## config.mk

```make
export PLATFORM = sky130hd
export DESIGN_NAME = pwr_cmd_bank
export DESIGN_NICKNAME = d
export VERILOG_FILES = /design/src/shared/pwr_pkg.sv /design/src/logic/pg_hyst.sv /design/src/logic/pwr_cmd_bank.sv /design/src/logic/tick_gen.sv
export SDC_FILE = /design/constraint.sdc
export NUM_CORES = 2
export LEC_CHECK = 0
export BUFFER_PORTS_ARGS = -buffer_cell sky130_fd_sc_hd__buf_4
export CAP_MARGIN = 15
export CORE_MARGIN = 3
export CORE_UTILIZATION = 38
export CTS_CLUSTER_DIAMETER = 200
export DETAILED_ROUTE_END_ITERATION = 10
export PLACE_DENSITY = 0.66
export SLEW_MARGIN = 20
export SYNTH_ARGS = -nofsm -noshare
export SYNTH_HDL_FRONTEND = slang
export SYNTH_SLANG_ARGS = --single-unit
```

## constraint.sdc

```tcl
create_clock -name i_core_clk -period 6.6 [get_ports i_core_clk]
set_clock_uncertainty 0.15 [all_clocks]
set_input_delay 0.33 -clock i_core_clk [delete_from_list [all_inputs] [get_ports i_core_clk]]
set_output_delay 0.33 -clock i_core_clk [all_outputs]
set_load 0.005 [all_outputs]
```

## src/shared/pwr_pkg.sv

```systemverilog
// Constants and carrier types of the power command register bank
// Assumes one 100 MHz core clock and two output channels
package pwr_pkg;
   // Clock rate and the millisecond base of all sequencing timers
   localparam int CLK_MHZ    = 100;
   localparam int MS_IN_US   = 1000;
   localparam int CYC_PER_MS = CLK_MHZ * MS_IN_US;

   // Command codes
   localparam logic [7:0] C_UV   = 8'h44, C_PGON = 8'h5e, C_PGOF = 8'h5f;
   localparam logic [7:0] C_TON  = 8'h60, C_RISE = 8'h61, C_TMAX = 8'h62;
   localparam logic [7:0] C_TRSP = 8'h63, C_TOFF = 8'h64, C_FALL = 8'h65;
   localparam logic [7:0] C_WARN = 8'h66, C_SBYT = 8'h78, C_SWRD = 8'h79;
   localparam logic [7:0] C_SVO  = 8'h7a, C_SIO  = 8'h7b, C_SINP = 8'h7c;
   localparam logic [7:0] C_STMP = 8'h7d, C_SCML = 8'h7e, C_SMFR = 8'h80;
   localparam logic [7:0] C_VIN  = 8'h88, C_IIN  = 8'h89, C_VOUT = 8'h8b;
   localparam logic [7:0] C_IOUT = 8'h8c, C_TEXT = 8'h8d, C_TINT = 8'h8e;
   localparam logic [7:0] C_DUTY = 8'h94, C_POUT = 8'h96, C_REV  = 8'h98;
   localparam logic [7:0] C_MID  = 8'h99, C_MOD  = 8'h9a, C_SER  = 8'h9e;
   localparam logic [7:0] C_VMAX = 8'ha5, C_USER = 8'hb0;

   // Slots of the per-channel configuration words
   localparam logic [3:0] S_UV = 4'h0, S_PGON = 4'h1, S_PGOF = 4'h2;
   localparam logic [3:0] S_TON = 4'h3, S_RISE = 4'h4, S_TMAX = 4'h5;
   localparam logic [3:0] S_TRSP = 4'h6, S_TOFF = 4'h7, S_FALL = 4'h8;
   localparam logic [3:0] S_WARN = 4'h9, S_NONE = 4'hf;
   localparam int N_SLOT = 10;
   localparam logic [N_SLOT-1:0][15:0] CFG_RST = {
      16'hf258, 16'hd200, 16'h8000, 16'h00b8, 16'hd280,
      16'hd200, 16'h8000, 16'h0eb8, 16'h0ee1, 16'h0e66};

   // Flag bytes, bit positions and fixed values
   localparam int F_VO = 0, F_IO = 1, F_TMP = 2, F_MFR = 3;
   localparam int B_TMAX = 2, B_TOFF = 1, B_BADCMD = 7;
   localparam int RSP_MSB = 7, RSP_LSB = 6;
   localparam logic [7:0]  REV_VAL = 8'h11;
   localparam logic [15:0] VMAX0 = 16'h4189; // 4.096 V, exponent -12
   localparam logic [15:0] VMAX1 = 16'h5800; // 5.5 V, exponent -12

   typedef enum logic [2:0] {
      S_IDLE = 3'b000, S_OND = 3'b001, S_UP = 3'b010, S_ON = 3'b011,
      S_OFFD = 3'b100, S_DN = 3'b101, S_DEC = 3'b110, S_SHUT = 3'b111
   } seq_t;

   typedef struct packed {
      logic        valid;
      logic        write;
      logic        page;
      logic [7:0]  code;
      logic [15:0] wdata;
   } cmd_t;

   typedef struct packed {
      logic [15:0] vout, iout, temp, duty, pout, vcmd;
   } ch_telem_t;

   typedef struct packed {
      logic [15:0]          vin, iin, temp_int;
      ch_telem_t [1:0]      ch;
   } telem_t;

   typedef struct packed {
      logic [1:0][3:0][7:0] ch;
      logic [7:0]           inp;
   } evt_t;

   typedef struct packed {
      logic [1:0][N_SLOT-1:0][15:0] cfg;
      logic [1:0][3:0][7:0] fl;
      logic [7:0]           inp, cml;
      logic [15:0]          user;
      logic                 loaded;
      logic [63:0]          rd;
      logic [3:0]           len;
      logic                 rv;
      seq_t [1:0]           st;
      logic [1:0][15:0]     t, tm, ctemp;
      logic [1:0]           crossed, fault, warn, en, up, dn;
   } bank_t;

   typedef struct packed { logic pg; } pg_st_t;
   typedef struct packed { logic [31:0] cnt; logic tick; } tick_st_t;

   // Linear-11 milliseconds to a whole count, negatives as zero
   function automatic logic [15:0] l11_ms(input logic [15:0] w);
      logic [4:0]  e;
      logic [41:0] v;
      e = w[15:11];
      v = {32'h0, w[9:0]};
      if (w[10]) v = 42'h0;
      else if (e[4]) v = v >> (5'd0 - e);
      else v = v << e;
      l11_ms = (|v[41:16]) ? 16'hffff : v[15:0];
   endfunction : l11_ms
endpackage : pwr_pkg

```

## src/logic/pg_hyst.sv

```systemverilog
// Power-good comparator with separate on and off levels
// Assumes linear-16 levels sharing the reading's exponent
`timescale 1ns/1ps
module pg_hyst (
   input  wire logic        i_core_clk,
   input  wire logic        i_rst,
   input  wire logic        i_en,
   input  wire logic [15:0] i_vout,
   input  wire logic [15:0] i_on_lvl,
   input  wire logic [15:0] i_off_lvl,
   output logic             o_pg
);
   import pwr_pkg::*;
   pg_st_t r, n;

   // Raise at the on level, drop at the off level or when disabled
   always_comb begin
      n = r;
      if (!i_en) n.pg = 1'b0;
      else if (i_vout >= i_on_lvl) n.pg = 1'b1;
      else if (i_vout <= i_off_lvl) n.pg = 1'b0;
   end

   always_ff @(posedge i_core_clk) begin
      if (i_rst) r <= '0;
      else r <= n;
   end
   assign o_pg = r.pg;
endmodule : pg_hyst

```

## src/logic/pwr_cmd_bank.sv

```systemverilog
// Command register bank and output sequencing of a dual-channel
// power controller; commands arrive deframed, one per cycle.
// Assumes telemetry, events and run requests synchronous to the clock.
`timescale 1ns/1ps
module pwr_cmd_bank #(
   parameter int          CYC_MS   = pwr_pkg::CYC_PER_MS,
   parameter logic [23:0] MAKER_ID = 24'h414243,        // Arbitrary value
   parameter logic [55:0] MODEL_ID = 56'h50575231303030, // Arbitrary value
   parameter logic [7:0]  SERIAL   = 8'h5a              // Arbitrary value
) (
   input  wire logic           i_core_clk,
   input  wire logic           i_rst,
   input  wire pwr_pkg::cmd_t  i_cmd,
   input  wire logic [1:0]     i_run,
   input  wire pwr_pkg::telem_t i_telem,
   input  wire pwr_pkg::evt_t  i_evt,
   input  wire logic [15:0]    i_nvm_word,
   output logic [63:0]         o_rd_data,
   output logic [3:0]          o_rd_len,
   output logic                o_rd_valid,
   output logic [1:0]          o_output_enable_internal,
   output logic [1:0]          o_ramp_up,
   output logic [1:0]          o_ramp_down,
   output logic [1:0]          o_power_good,
   output logic [1:0]          o_startup_timeout_fault,
   output logic [1:0]          o_decay_warn,
   output logic [1:0][15:0]    o_comp_temp,
   output logic [15:0]         o_user_word
);
   import pwr_pkg::*;

   bank_t            r, n;
   logic             tick_w;
   logic             pg;
   logic [3:0]       sl;
   logic [1:0][3:0][7:0] clr_fl;
   logic [7:0]       clr_inp, clr_cml, set_cml;
   logic [7:0]       sb;
   logic [15:0]      sw;
   logic             rd_req, wr_req;
   logic [15:0]      ton0, tmax1;

   // Configuration slot of a paged command, none for others
   function automatic logic [3:0] slot_of(input logic [7:0] c);
      case (c)
         C_UV:    slot_of = S_UV;
         C_PGON:  slot_of = S_PGON;
         C_PGOF:  slot_of = S_PGOF;
         C_TON:   slot_of = S_TON;
         C_RISE:  slot_of = S_RISE;
         C_TMAX:  slot_of = S_TMAX;
         C_TRSP:  slot_of = S_TRSP;
         C_TOFF:  slot_of = S_TOFF;
         C_FALL:  slot_of = S_FALL;
         C_WARN:  slot_of = S_WARN;
         default: slot_of = S_NONE;
      endcase
   endfunction : slot_of

   // Millisecond tick shared by both channels
   tick_gen #(
      .CYC        (CYC_MS)
   ) u_tick (
      .i_core_clk (i_core_clk),
      .i_rst      (i_rst),
      .o_tick     (tick_w)
   );

   // Power-good comparators, one per channel
   for (genvar c = 0; c < 2; c++) begin : g_pg
      pg_hyst u_pg (
         .i_core_clk (i_core_clk),
         .i_rst      (i_rst),
         .i_en       (r.en[c]),
         .i_vout     (i_telem.ch[c].vout),
         .i_on_lvl   (r.cfg[c][S_PGON]),
         .i_off_lvl  (r.cfg[c][S_PGOF]),
         .o_pg       (o_power_good[c])
      );
   end

   // Request decode; paged commands use the current page
   assign pg = i_cmd.page;
   assign sl = slot_of(i_cmd.code);
   assign rd_req = i_cmd.valid && !i_cmd.write;
   assign wr_req = i_cmd.valid && i_cmd.write;
   assign ton0 = l11_ms(r.cfg[0][S_TON]);
   assign tmax1 = l11_ms(r.cfg[1][S_TMAX]);

   // Summaries of the selected page
   always_comb begin
      sb = 8'h00;
      sb[6] = !r.en[pg];
      sb[4] = |r.fl[pg][F_IO];
      sb[3] = |r.inp;
      sb[2] = |r.fl[pg][F_TMP];
      sb[1] = |r.cml;
      sw = {|r.fl[pg][F_VO], |r.fl[pg][F_IO], |r.inp,
            |r.fl[pg][F_MFR], !o_power_good[pg], 3'b000, sb};
   end

   // Next state: sequencer, host writes, flags and read answers
   always_comb begin
      n = r;
      n.rv = 1'b0;
      n.fault = 2'b00;
      n.warn = 2'b00;
      clr_fl = '0;
      clr_inp = 8'h00;
      clr_cml = 8'h00;
      set_cml = 8'h00;

      // Channel sequencers, timed in milliseconds
      for (int c = 0; c < 2; c++) begin
         if (tick_w && r.t[c] != 16'hffff) n.t[c] = r.t[c] + 16'd1;
         case (r.st[c])
            S_IDLE: if (i_run[c]) begin
               n.st[c] = S_OND;
               n.t[c] = 16'h0;
            end
            S_OND: if (!i_run[c]) begin
               n.st[c] = S_IDLE;
            end else if (r.t[c] >= l11_ms(r.cfg[c][S_TON])) begin
               n.st[c] = S_UP;
               n.t[c] = 16'h0;
               n.tm[c] = 16'h0;
               n.crossed[c] = 1'b0;
            end
            S_UP: if (!i_run[c]) begin
               n.st[c] = S_OFFD;
               n.t[c] = 16'h0;
            end else if (r.t[c] >= l11_ms(r.cfg[c][S_RISE])) begin
               n.st[c] = S_ON;
            end
            S_ON: if (!i_run[c]) begin
               n.st[c] = S_OFFD;
               n.t[c] = 16'h0;
            end
            S_OFFD: if (r.t[c] >= l11_ms(r.cfg[c][S_TOFF])) begin
               n.st[c] = S_DN;
               n.t[c] = 16'h0;
            end
            S_DN: if (r.t[c] >= l11_ms(r.cfg[c][S_FALL])) begin
               n.st[c] = S_DEC;
               n.t[c] = 16'h0;
            end
            S_DEC: if ({i_telem.ch[c].vout, 3'b000} <
                       {3'b000, i_telem.ch[c].vcmd}) begin
               n.st[c] = S_IDLE;
            end else if (r.t[c] >= l11_ms(r.cfg[c][S_WARN])) begin
               n.warn[c] = 1'b1;
               n.st[c] = S_IDLE;
            end
            S_SHUT: if (!i_run[c]) n.st[c] = S_IDLE;
            default: n.st[c] = S_IDLE;
         endcase

         // Start-up timeout, counted from the output enable
         if ((r.st[c] == S_UP || r.st[c] == S_ON) && !r.crossed[c]) begin
            if (i_telem.ch[c].vout > r.cfg[c][S_UV]) begin
               n.crossed[c] = 1'b1;
            end else if (r.tm[c] >= l11_ms(r.cfg[c][S_TMAX])) begin
               n.fault[c] = 1'b1;
               n.crossed[c] = 1'b1;
               if (r.cfg[c][S_TRSP][RSP_MSB:RSP_LSB] != 2'b00) begin
                  n.st[c] = S_SHUT;
               end
            end else if (tick_w) begin
               n.tm[c] = r.tm[c] + 16'd1;
            end
         end
         n.en[c] = (n.st[c] == S_UP) || (n.st[c] == S_ON);
         n.up[c] = (n.st[c] == S_UP);
         n.dn[c] = (n.st[c] == S_DN);
         n.ctemp[c] = i_telem.ch[c].temp;
      end

      // User word restored from the store once after reset
      if (!r.loaded) begin
         n.user = i_nvm_word;
         n.loaded = 1'b1;
      end

      // Host writes; flag bytes clear where written with ones
      if (wr_req) begin
         if (sl != S_NONE) begin
            n.cfg[pg][sl] = (sl == S_TRSP) ?
               {8'h00, i_cmd.wdata[7:0]} : i_cmd.wdata;
         end else begin
            case (i_cmd.code)
               C_SBYT, C_SWRD: begin
                  clr_fl[pg] = '1;
                  clr_cml = 8'hff;
               end
               C_SVO:  clr_fl[pg][F_VO] = i_cmd.wdata[7:0];
               C_SIO:  clr_fl[pg][F_IO] = i_cmd.wdata[7:0];
               C_STMP: clr_fl[pg][F_TMP] = i_cmd.wdata[7:0];
               C_SMFR: clr_fl[pg][F_MFR] = i_cmd.wdata[7:0];
               C_SINP: clr_inp = i_cmd.wdata[7:0];
               C_SCML: clr_cml = i_cmd.wdata[7:0];
               C_USER: n.user = i_cmd.wdata;
               default: set_cml[B_BADCMD] = 1'b1;
            endcase
         end
      end

      // Flag update; a new event wins over a clear
      for (int c = 0; c < 2; c++) begin
         for (int k = 0; k < 4; k++) begin
            n.fl[c][k] = (r.fl[c][k] & ~clr_fl[c][k]) | i_evt.ch[c][k];
         end
         n.fl[c][F_VO][B_TMAX] = n.fl[c][F_VO][B_TMAX] | n.fault[c];
         n.fl[c][F_VO][B_TOFF] = n.fl[c][F_VO][B_TOFF] | n.warn[c];
      end
      n.inp = (r.inp & ~clr_inp) | i_evt.inp;
      n.cml = (r.cml & ~clr_cml) | set_cml;

      // Read answers, registered one cycle after the request
      if (rd_req) begin
         n.rv = 1'b1;
         n.rd = 64'h0;
         n.len = 4'd2;
         if (sl != S_NONE) begin
            n.rd[15:0] = r.cfg[pg][sl];
            if (sl == S_TRSP) n.len = 4'd1;
         end else begin
            case (i_cmd.code)
               C_SBYT: begin
                  n.rd[7:0] = sb;
                  n.len = 4'd1;
               end
               C_SWRD: n.rd[15:0] = sw;
               C_SVO, C_SIO, C_STMP, C_SMFR: begin
                  n.len = 4'd1;
                  case (i_cmd.code)
                     C_SVO:   n.rd[7:0] = r.fl[pg][F_VO];
                     C_SIO:   n.rd[7:0] = r.fl[pg][F_IO];
                     C_STMP:  n.rd[7:0] = r.fl[pg][F_TMP];
                     default: n.rd[7:0] = r.fl[pg][F_MFR];
                  endcase
               end
               C_SINP: begin
                  n.rd[7:0] = r.inp;
                  n.len = 4'd1;
               end
               C_SCML: begin
                  n.rd[7:0] = r.cml;
                  n.len = 4'd1;
               end
               C_VIN:  n.rd[15:0] = i_telem.vin;
               C_IIN:  n.rd[15:0] = i_telem.iin;
               C_VOUT: n.rd[15:0] = i_telem.ch[pg].vout;
               C_IOUT: n.rd[15:0] = i_telem.ch[pg].iout;
               C_POUT: n.rd[15:0] = i_telem.ch[pg].pout;
               C_TEXT: n.rd[15:0] = i_telem.ch[pg].temp;
               C_TINT: n.rd[15:0] = i_telem.temp_int;
               C_DUTY: n.rd[15:0] = i_telem.ch[pg].duty;
               C_REV: begin
                  n.rd[7:0] = REV_VAL;
                  n.len = 4'd1;
               end
               C_MID: begin
                  n.rd[23:0] = MAKER_ID;
                  n.len = 4'd3;
               end
               C_MOD: begin
                  n.rd[55:0] = MODEL_ID;
                  n.len = 4'd7;
               end
               C_SER: begin
                  n.rd[7:0] = SERIAL;
                  n.len = 4'd1;
               end
               C_VMAX: n.rd[15:0] = pg ? VMAX1 : VMAX0;
               C_USER: n.rd[15:0] = r.user;
               default: begin
                  n.len = 4'd0;
                  n.cml[B_BADCMD] = 1'b1;
               end
            endcase
         end
      end
   end

   // State register with documented defaults
   always_ff @(posedge i_core_clk) begin
      if (i_rst) begin
         r <= '0;
         r.cfg <= {2{CFG_RST}};
      end else begin
         r <= n;
      end
   end

   // Outputs straight from the state register
   assign o_rd_data = r.rd;
   assign o_rd_len = r.len;
   assign o_rd_valid = r.rv;
   assign o_output_enable_internal = r.en;
   assign o_ramp_up = r.up;
   assign o_ramp_down = r.dn;
   assign o_startup_timeout_fault = r.fault;
   assign o_decay_warn = r.warn;
   assign o_comp_temp = r.ctemp;
   assign o_user_word = r.user;
endmodule : pwr_cmd_bank

```

## src/logic/tick_gen.sv

```systemverilog
// Millisecond tick generator for the sequencing timers
// Assumes CYC of at least two core cycles
`timescale 1ns/1ps
module tick_gen #(
   parameter int CYC = pwr_pkg::CYC_PER_MS
) (
   input  wire logic i_core_clk,
   input  wire logic i_rst,
   output logic      o_tick
);
   import pwr_pkg::*;
   tick_st_t r, n;

   // Count down one period, then pulse
   always_comb begin
      n = r;
      n.tick = (r.cnt == 32'd0);
      n.cnt = n.tick ? 32'(CYC - 1) : r.cnt - 32'd1;
   end

   always_ff @(posedge i_core_clk) begin
      if (i_rst) r <= '0;
      else r <= n;
   end
   assign o_tick = r.tick;
endmodule : tick_gen

```

## After elaboration in Yosys (flattened, before gate mapping)

Cells that the tools add are included.

- Flip-flop bits (word level): 627
- Input port bits: 359
- Output and inout port bits: 129
- Word-level logic and storage cells: 475

- $add $sub $neg: 17
- Order comparisons: 24
- Equality and inequality tests: 56
- Shifts and indexed selects: 24
- Mux-type cells: 206
- Bitwise logic cells: 40
- Reductions and logical operators: 54

Operator list:

| operator | number |
|---|---|
| 42-bit 2-to-1 mux | 44 |
| 16-bit 2-to-1 mux | 47 |
| 10-bit by 5-bit left shift with 42-bit output | 12 |
| 10-bit by 5-bit right shift with 42-bit output | 12 |
| 160-bit 2-to-1 mux | 3 |
| 320-bit bitwise mux | 1 |
| 64-bit case mux with 5 select lines | 1 |
| 26-bit OR reduction | 12 |
| 64-bit AND | 4 |
| 16-bit greater-or-equal comparator | 14 |
| 96-bit 2-to-1 mux | 2 |
| 160-bit demux with 1-bit select | 1 |
| 32-bit demux with 1-bit select | 5 |
| 16-bit case mux with 5 select lines | 2 |
| 8-bit case mux with 18 select lines | 1 |
| 8-bit by 7-bit equality test with 1-bit output (second input constant) | 17 |
| 32-bit 2-to-1 mux | 4 |
| 64-bit 2-to-1 mux | 2 |
| 8-bit equality test (second input constant) | 15 |
| 8-bit case mux with 13 select lines | 1 |
| 3-bit 2-to-1 mux | 30 |
| 8-bit AND | 10 |
| 8-bit inverter | 10 |
| 8-bit bitwise OR | 10 |
| 48 further kinds | 161 |

## Depth between registers and ports, before layout

- Word-level depth: 18
- Mapped depth: 22
- Gate-level depth less buffers: 17

## Cells and area by module

A second synthesis with hierarchy kept.

- Cell total of the unflattened synthesis: 6435
- Area total of the unflattened synthesis: 48676.7 um2

By module, submodules not included:

| module | times used | cells each | area each (um2) | seq. area each (um2) |
|---|---|---|---|---|
| pwr_cmd_bank | 1 | 6042 | 45606.2 | 11090.6 |
| pg_hyst | 2 | 112 | 805.8 | 20.0 |
| tick_gen | 1 | 169 | 1458.9 | 660.6 |

## Worst setup path after synthesis

OpenSTA, ideal clock, no wires.

- Path type: reg-to-reg
- Start point: register r[532] (netlist bit)
- End point: register r[60] (netlist bit)
- Setup time: 0.058 ns
- Arrival time: 4.689 ns
- Data required time: 6.392 ns
- Setup slack: 1.703 ns
- Cell stages (with the launch flop): 22
- Path buffers: 4
- Clock period less this slack: 4.897 ns
- Cell sequence: dfxtp_1 clkbuf_1 clkbuf_1 inv_1 ha_1 buf_1 mux2_2 nor2_1 a21oi_1 mux2i_1 a22oi_1 a31oi_1 o21bai_1 ha_1 nor2b_1 o21ai_0 a21oi_1 o41a_1 o21a_1 a311oi_2 clkbuf_1 a21o_1

- Word-level cells in the longest chain between the ends: 12
- Elaborated cells on any way between the ends: 13
- Those cells by class: add/sub: 1; order compare: 1; shift: 2; mux: 8; reduce/logical: 1

RTL lines:

| what | RTL line | source |
|---|---|---|
| start, declared | pwr_cmd_bank.sv:32 | `bank_t r, n;` |
| start signal, assigned | pwr_cmd_bank.sv:291 | `r <= n;` |
| 1-bit by 5-bit subtractor with 5-bit output | pwr_pkg.sv:91 | `else if (e[4]) v = v >> (5'd0 - e);` |
| 10-bit by 5-bit right shift with 42-bit output | pwr_pkg.sv:91 |  |
| 42-bit 2-to-1 mux * | pwr_pkg.sv:91 |  |
| 42-bit 2-to-1 mux * | pwr_pkg.sv:90 | `if (w[10]) v = 42'h0;` |
| 42-bit 2-to-1 mux * | pwr_cmd_bank.sv:160 | `if (i_telem.ch[c].vout > r.cfg[c][S_UV]) begin` |
| 42-bit 2-to-1 mux * | pwr_cmd_bank.sv:159 | `if ((r.st[c] == S_UP \|\| r.st[c] == S_ON) && !r.crossed[c]) begin` |
| 26-bit OR reduction | pwr_pkg.sv:93 | `l11_ms = (\|v[41:16]) ? 16'hffff : v[15:0];` |
| 16-bit 2-to-1 mux * | pwr_pkg.sv:93 |  |
| 16-bit greater-or-equal comparator * | pwr_cmd_bank.sv:162 | `end else if (r.tm[c] >= l11_ms(r.cfg[c][S_TMAX])) begin` |
| 16-bit 2-to-1 mux * | pwr_cmd_bank.sv:162 |  |
| 16-bit 2-to-1 mux * | pwr_cmd_bank.sv:160 |  |
| 16-bit 2-to-1 mux * | pwr_cmd_bank.sv:159 |  |

Mark *: on every way between the ends. The rest lies on a longest branch, timed or not. The select of a mux whose other input is x is not followed.
A chain may end at the register's enable or synchronous reset.

## Final worst setup path

- Start point: register r[373] (netlist bit)
- End point: register r[55] (netlist bit)

Same word-level chain as after synthesis.

==> impl_metrics.csv <==
group,metric,value,unit
run_status,outcome,"complete, no violations",
routing,vias_per_cell,6.26,
synthesis,ys_types,103,
routing,dr.pass1.iters,10,
routing,ant_nets,0,
die,die-height,364,um
setup_path,slowest_delay,0.92,ns
setup_path,path_cells,"clkinv_1 -> nor2_1 -> a21oi_1 -> o41ai_1 -> a21boi_1 -> buf_4 -> a211oi_1 -> ha_1 -> a211oi_1 -> o221a_2 -> o21ai_0 -> a221o_1 -> or4_1 -> a22oi_1 -> o21ai_0",
routing,drc,0,
synthesis,synth_edf_count,0,
power,power_density,174,nW/um2
placement,dp_hpwl,168,mm
power,power.internal,6.92,mW
die,dieWidth,364,um
die,start_util,38.5,%
placement,gp_congestion,1.06,
power,leakagePower,23.2,nW
placement,pre_cts_ws,1.29,ns
cts,postCtsSetupBuffers,0,
die,dieArea,132000,um2
global_routing,gr-usage-all-layers,32.2,%
timing,maxSlewHeadroom,20.1,%
setup_path,critPathBufInv,2,
timing,slew_violations,0,
synthesis,ys_seq_area_share,24.2,%
global_routing,grt_first_pass_wirelength,323,mm
synthesis,ys_seq_elements,589,
power,power.share.clock,45.0,%
hold_path,hold_class,"in -> reg",
flow_run,maxCapViolations,0,
power,p_total,9.77,mW
power,power.share.combinational,15.5,%
power,worst_ir_drop_vdd,0.175,mV
power,switching_share,29.2,%
routing,wl_per_cell,26.5,um
cts,cts_buffer_depth,3,
die,core_area,126000,um2
setup_path,slowest_stage,"dfxtp_1",
routing,routed_wl,223,mm
timing,fmaxAchievable,0.185,GHz
cts,clkLatencyLatePin,0.69,ns
placement,portBuffers,455,
cts,clock-sinks,589,
timing,tightest_slew,1.20,ns
global_routing,antenna_found_initial,25,
synthesis,yosysWarnings,0,
cts,cts.clk_slew.worst_paths,0.06,ns
power,switchingPower,2.85,mW
setup_path,required,6.98,ns
global_routing,grt_max_degree,92,
setup_path,worstSetupEndpointType,"flip-flop",
setup_path,crit_family,"compound AO/OA/AOI/OAI gates",
cts,cts_htree_levels,3,
synthesis,async_reset_ff_share,0,%
timing,fin_ws,1.18,ns
finish,ff_latch_area,11800,um2
routing,routed-via-count,52800,
timing,hold_violations,0,
global_routing,overflow,0,
cts,cts_buffers,72,
timing,rsz0062_at_grt,"false",
setup_path,path_class,"reg -> reg",
finish,fin_nets,7407,
setup_path,path_max_fanout,26,
synthesis,synth_top_flop_cell,"dfxtp_1",
timing,finalSetupTns,0,ns
timing,period_share,82.1,%
synthesis,syn_area,48700,um2
setup_path,startpoint_type,"flip-flop",
timing,period_minus_slack,5.42,ns
synthesis,syn_area_per_cell,7.45,um2
finish,multi_input_area,33100,um2
routing,drt_iter0_markers,7635,
finish,fill_cells,12600,
cts,root_buffer,"clkbuf_16",
die,io_pins,488,
timing,setup_viol,0,
synthesis,syn_inst,6530,
finish,area_delta_synth_final,15.4,%
die,rows,130,
finish,drive_above_1_share,13.1,%
power,p_seq_share,39.6,%
cts,cts_tree,"done",
setup_path,cp.arrival,5.80,ns
global_routing,grt_pass1_vias,48600,
[area by class of cell]
class	count	share of cell area, %
timing repair buffer	682	9.76
multi-input combinational	5064	58.9
clock inverter	35	0.964
antenna	11	0.0490
inverter	307	2.06
clock buffer	96	3.62
tap	1650	3.67
sequential	589	21.0
[repair_timing]
action,in CTS,in global routing
hold buffers,138,0
endpoints found under the hold margin,153,0
gates resized for setup,0,0
[cell usage after synthesis, types with 102 or more instances]
cell	number	area [um2]
inv_1	294	1100
o211ai_1	102	766
mux2_2	107	1200
dfxtp_1	589	11800
nand3_1	137	686
o21ai_0	392	1960
a21oi_1	738	3690
nand2_1	964	3620
clkbuf_1	322	1210
buf_4	133	998
mux2i_1	408	4080
ha_1	332	4150
nor2_1	437	1640
o22ai_1	113	707
[layer usage]
layer	share of wire [%]	vias to the layer above	global-route usage, %
met2	41	3314	46.1
met1	41	24900	42.6
met3	13	709	10.7
met5	0.15	-	0
met4	5.8	40	16.5
li1	-	23800	-
[final timing paths]
kind | end | slack, ns | depth (start not counted) | from
hold reg to reg | u_tick.r[1]$_SDFF_PP0_ | 0.29 | 1 | u_tick.r[1]$_SDFF_PP0_
setup reg to reg | r[55]$_SDFF_PP0_ | 1.18 | 15 | r[373]$_SDFFE_PP0P_
hold / removal | o_rd_data[8]$_SDFFE_PP0P_ | 0.03 | 5 | i_telem[232]
setup / recovery | r[55]$_SDFF_PP0_ | 1.18 | 15 | r[373]$_SDFFE_PP0P_
[state kept, by name, summed over array words and instances (netlist names)]
| register | count |
|---|---|
| o_ramp_down | 2 |
| o_comp_temp | 32 |
| o_rd_valid | 1 |
| u_tick.r | 32 |
| o_rd_data | 19 |
| o_output_enable_internal | 2 |
| o_rd_len | 3 |
| o_ramp_up | 2 |
| g_pg.u_pg.o_pg | 2 |
| o_decay_warn | 2 |
| o_user_word | 16 |
| o_startup_timeout_fault | 2 |
| u_tick.o_tick | 1 |
| r | 473 |
[cells in the final DEF, fill, tap and decap left out, types with 113 or more instances in the layout]
cell	instances
dlygate4sd3_1	138
o21ai_0	391
dfxtp_1	588
inv_1	293
nand3_1	137
buf_4	542
nand2_1	963
mux2i_1	408
ha_1	332
a21oi_1	738
nor2_1	435
o22ai_1	113
[power groups by stage]
stage / logic [mW] / clock network, mW / registers, mW
after floorplan: 0.858 / 0 / 3.87
after global placement: 1.36 / 0 / 3.93
after detailed placement: 1.39 / 0 / 3.93
after CTS: 1.47 / 4.40 / 3.86
after global routing: 1.61 / 4.54 / 3.88
final: 1.51 / 4.39 / 3.87
[per-stage QoR]
| stage | hold WS, ns | util [%] | cell area, um2 | cells |
|---|---|---|---|---|
| after global routing | 0.0441 | 44.4 | 56200 | 8426 |
| after global placement | 0.289 | 41.3 | 52200 | 8154 |
| after CTS | 0.00128 | 44.4 | 56100 | 8423 |
| after detailed placement | 0.288 | 41.3 | 52200 | 8154 |
| after floorplan | 0.273 | - | 48800 | 6561 |
| final | 0.0273 | 44.4 | 56200 | 8434 |
[tightest hold or removal path: cells and delay by family]
family | cells | cell delay (ns)
AO/OA/AOI/OAI | 4 | 0.39
buffers and inverters | 1 | 0.12
[cell families (layout without fill, tap and decap cells)]
kind of cell | count (synthesis) | in the layout | share of synthesized area (%)
other | 1 | 43 | 0.00771
XOR/XNOR | 90 | 90 | 1.62
AND/OR/NAND/NOR | 2100 | 2100 | 19.8
flip-flops | 589 | 589 | 24.2
AO/OA/AOI/OAI | 1959 | 1959 | 25.0
adder cells (fa/ha/maj) | 332 | 332 | 8.54
buffers and inverters | 908 | 1120 | 8.25
multiplexers | 551 | 551 | 12.5
(Power assumes the default switching activity.)
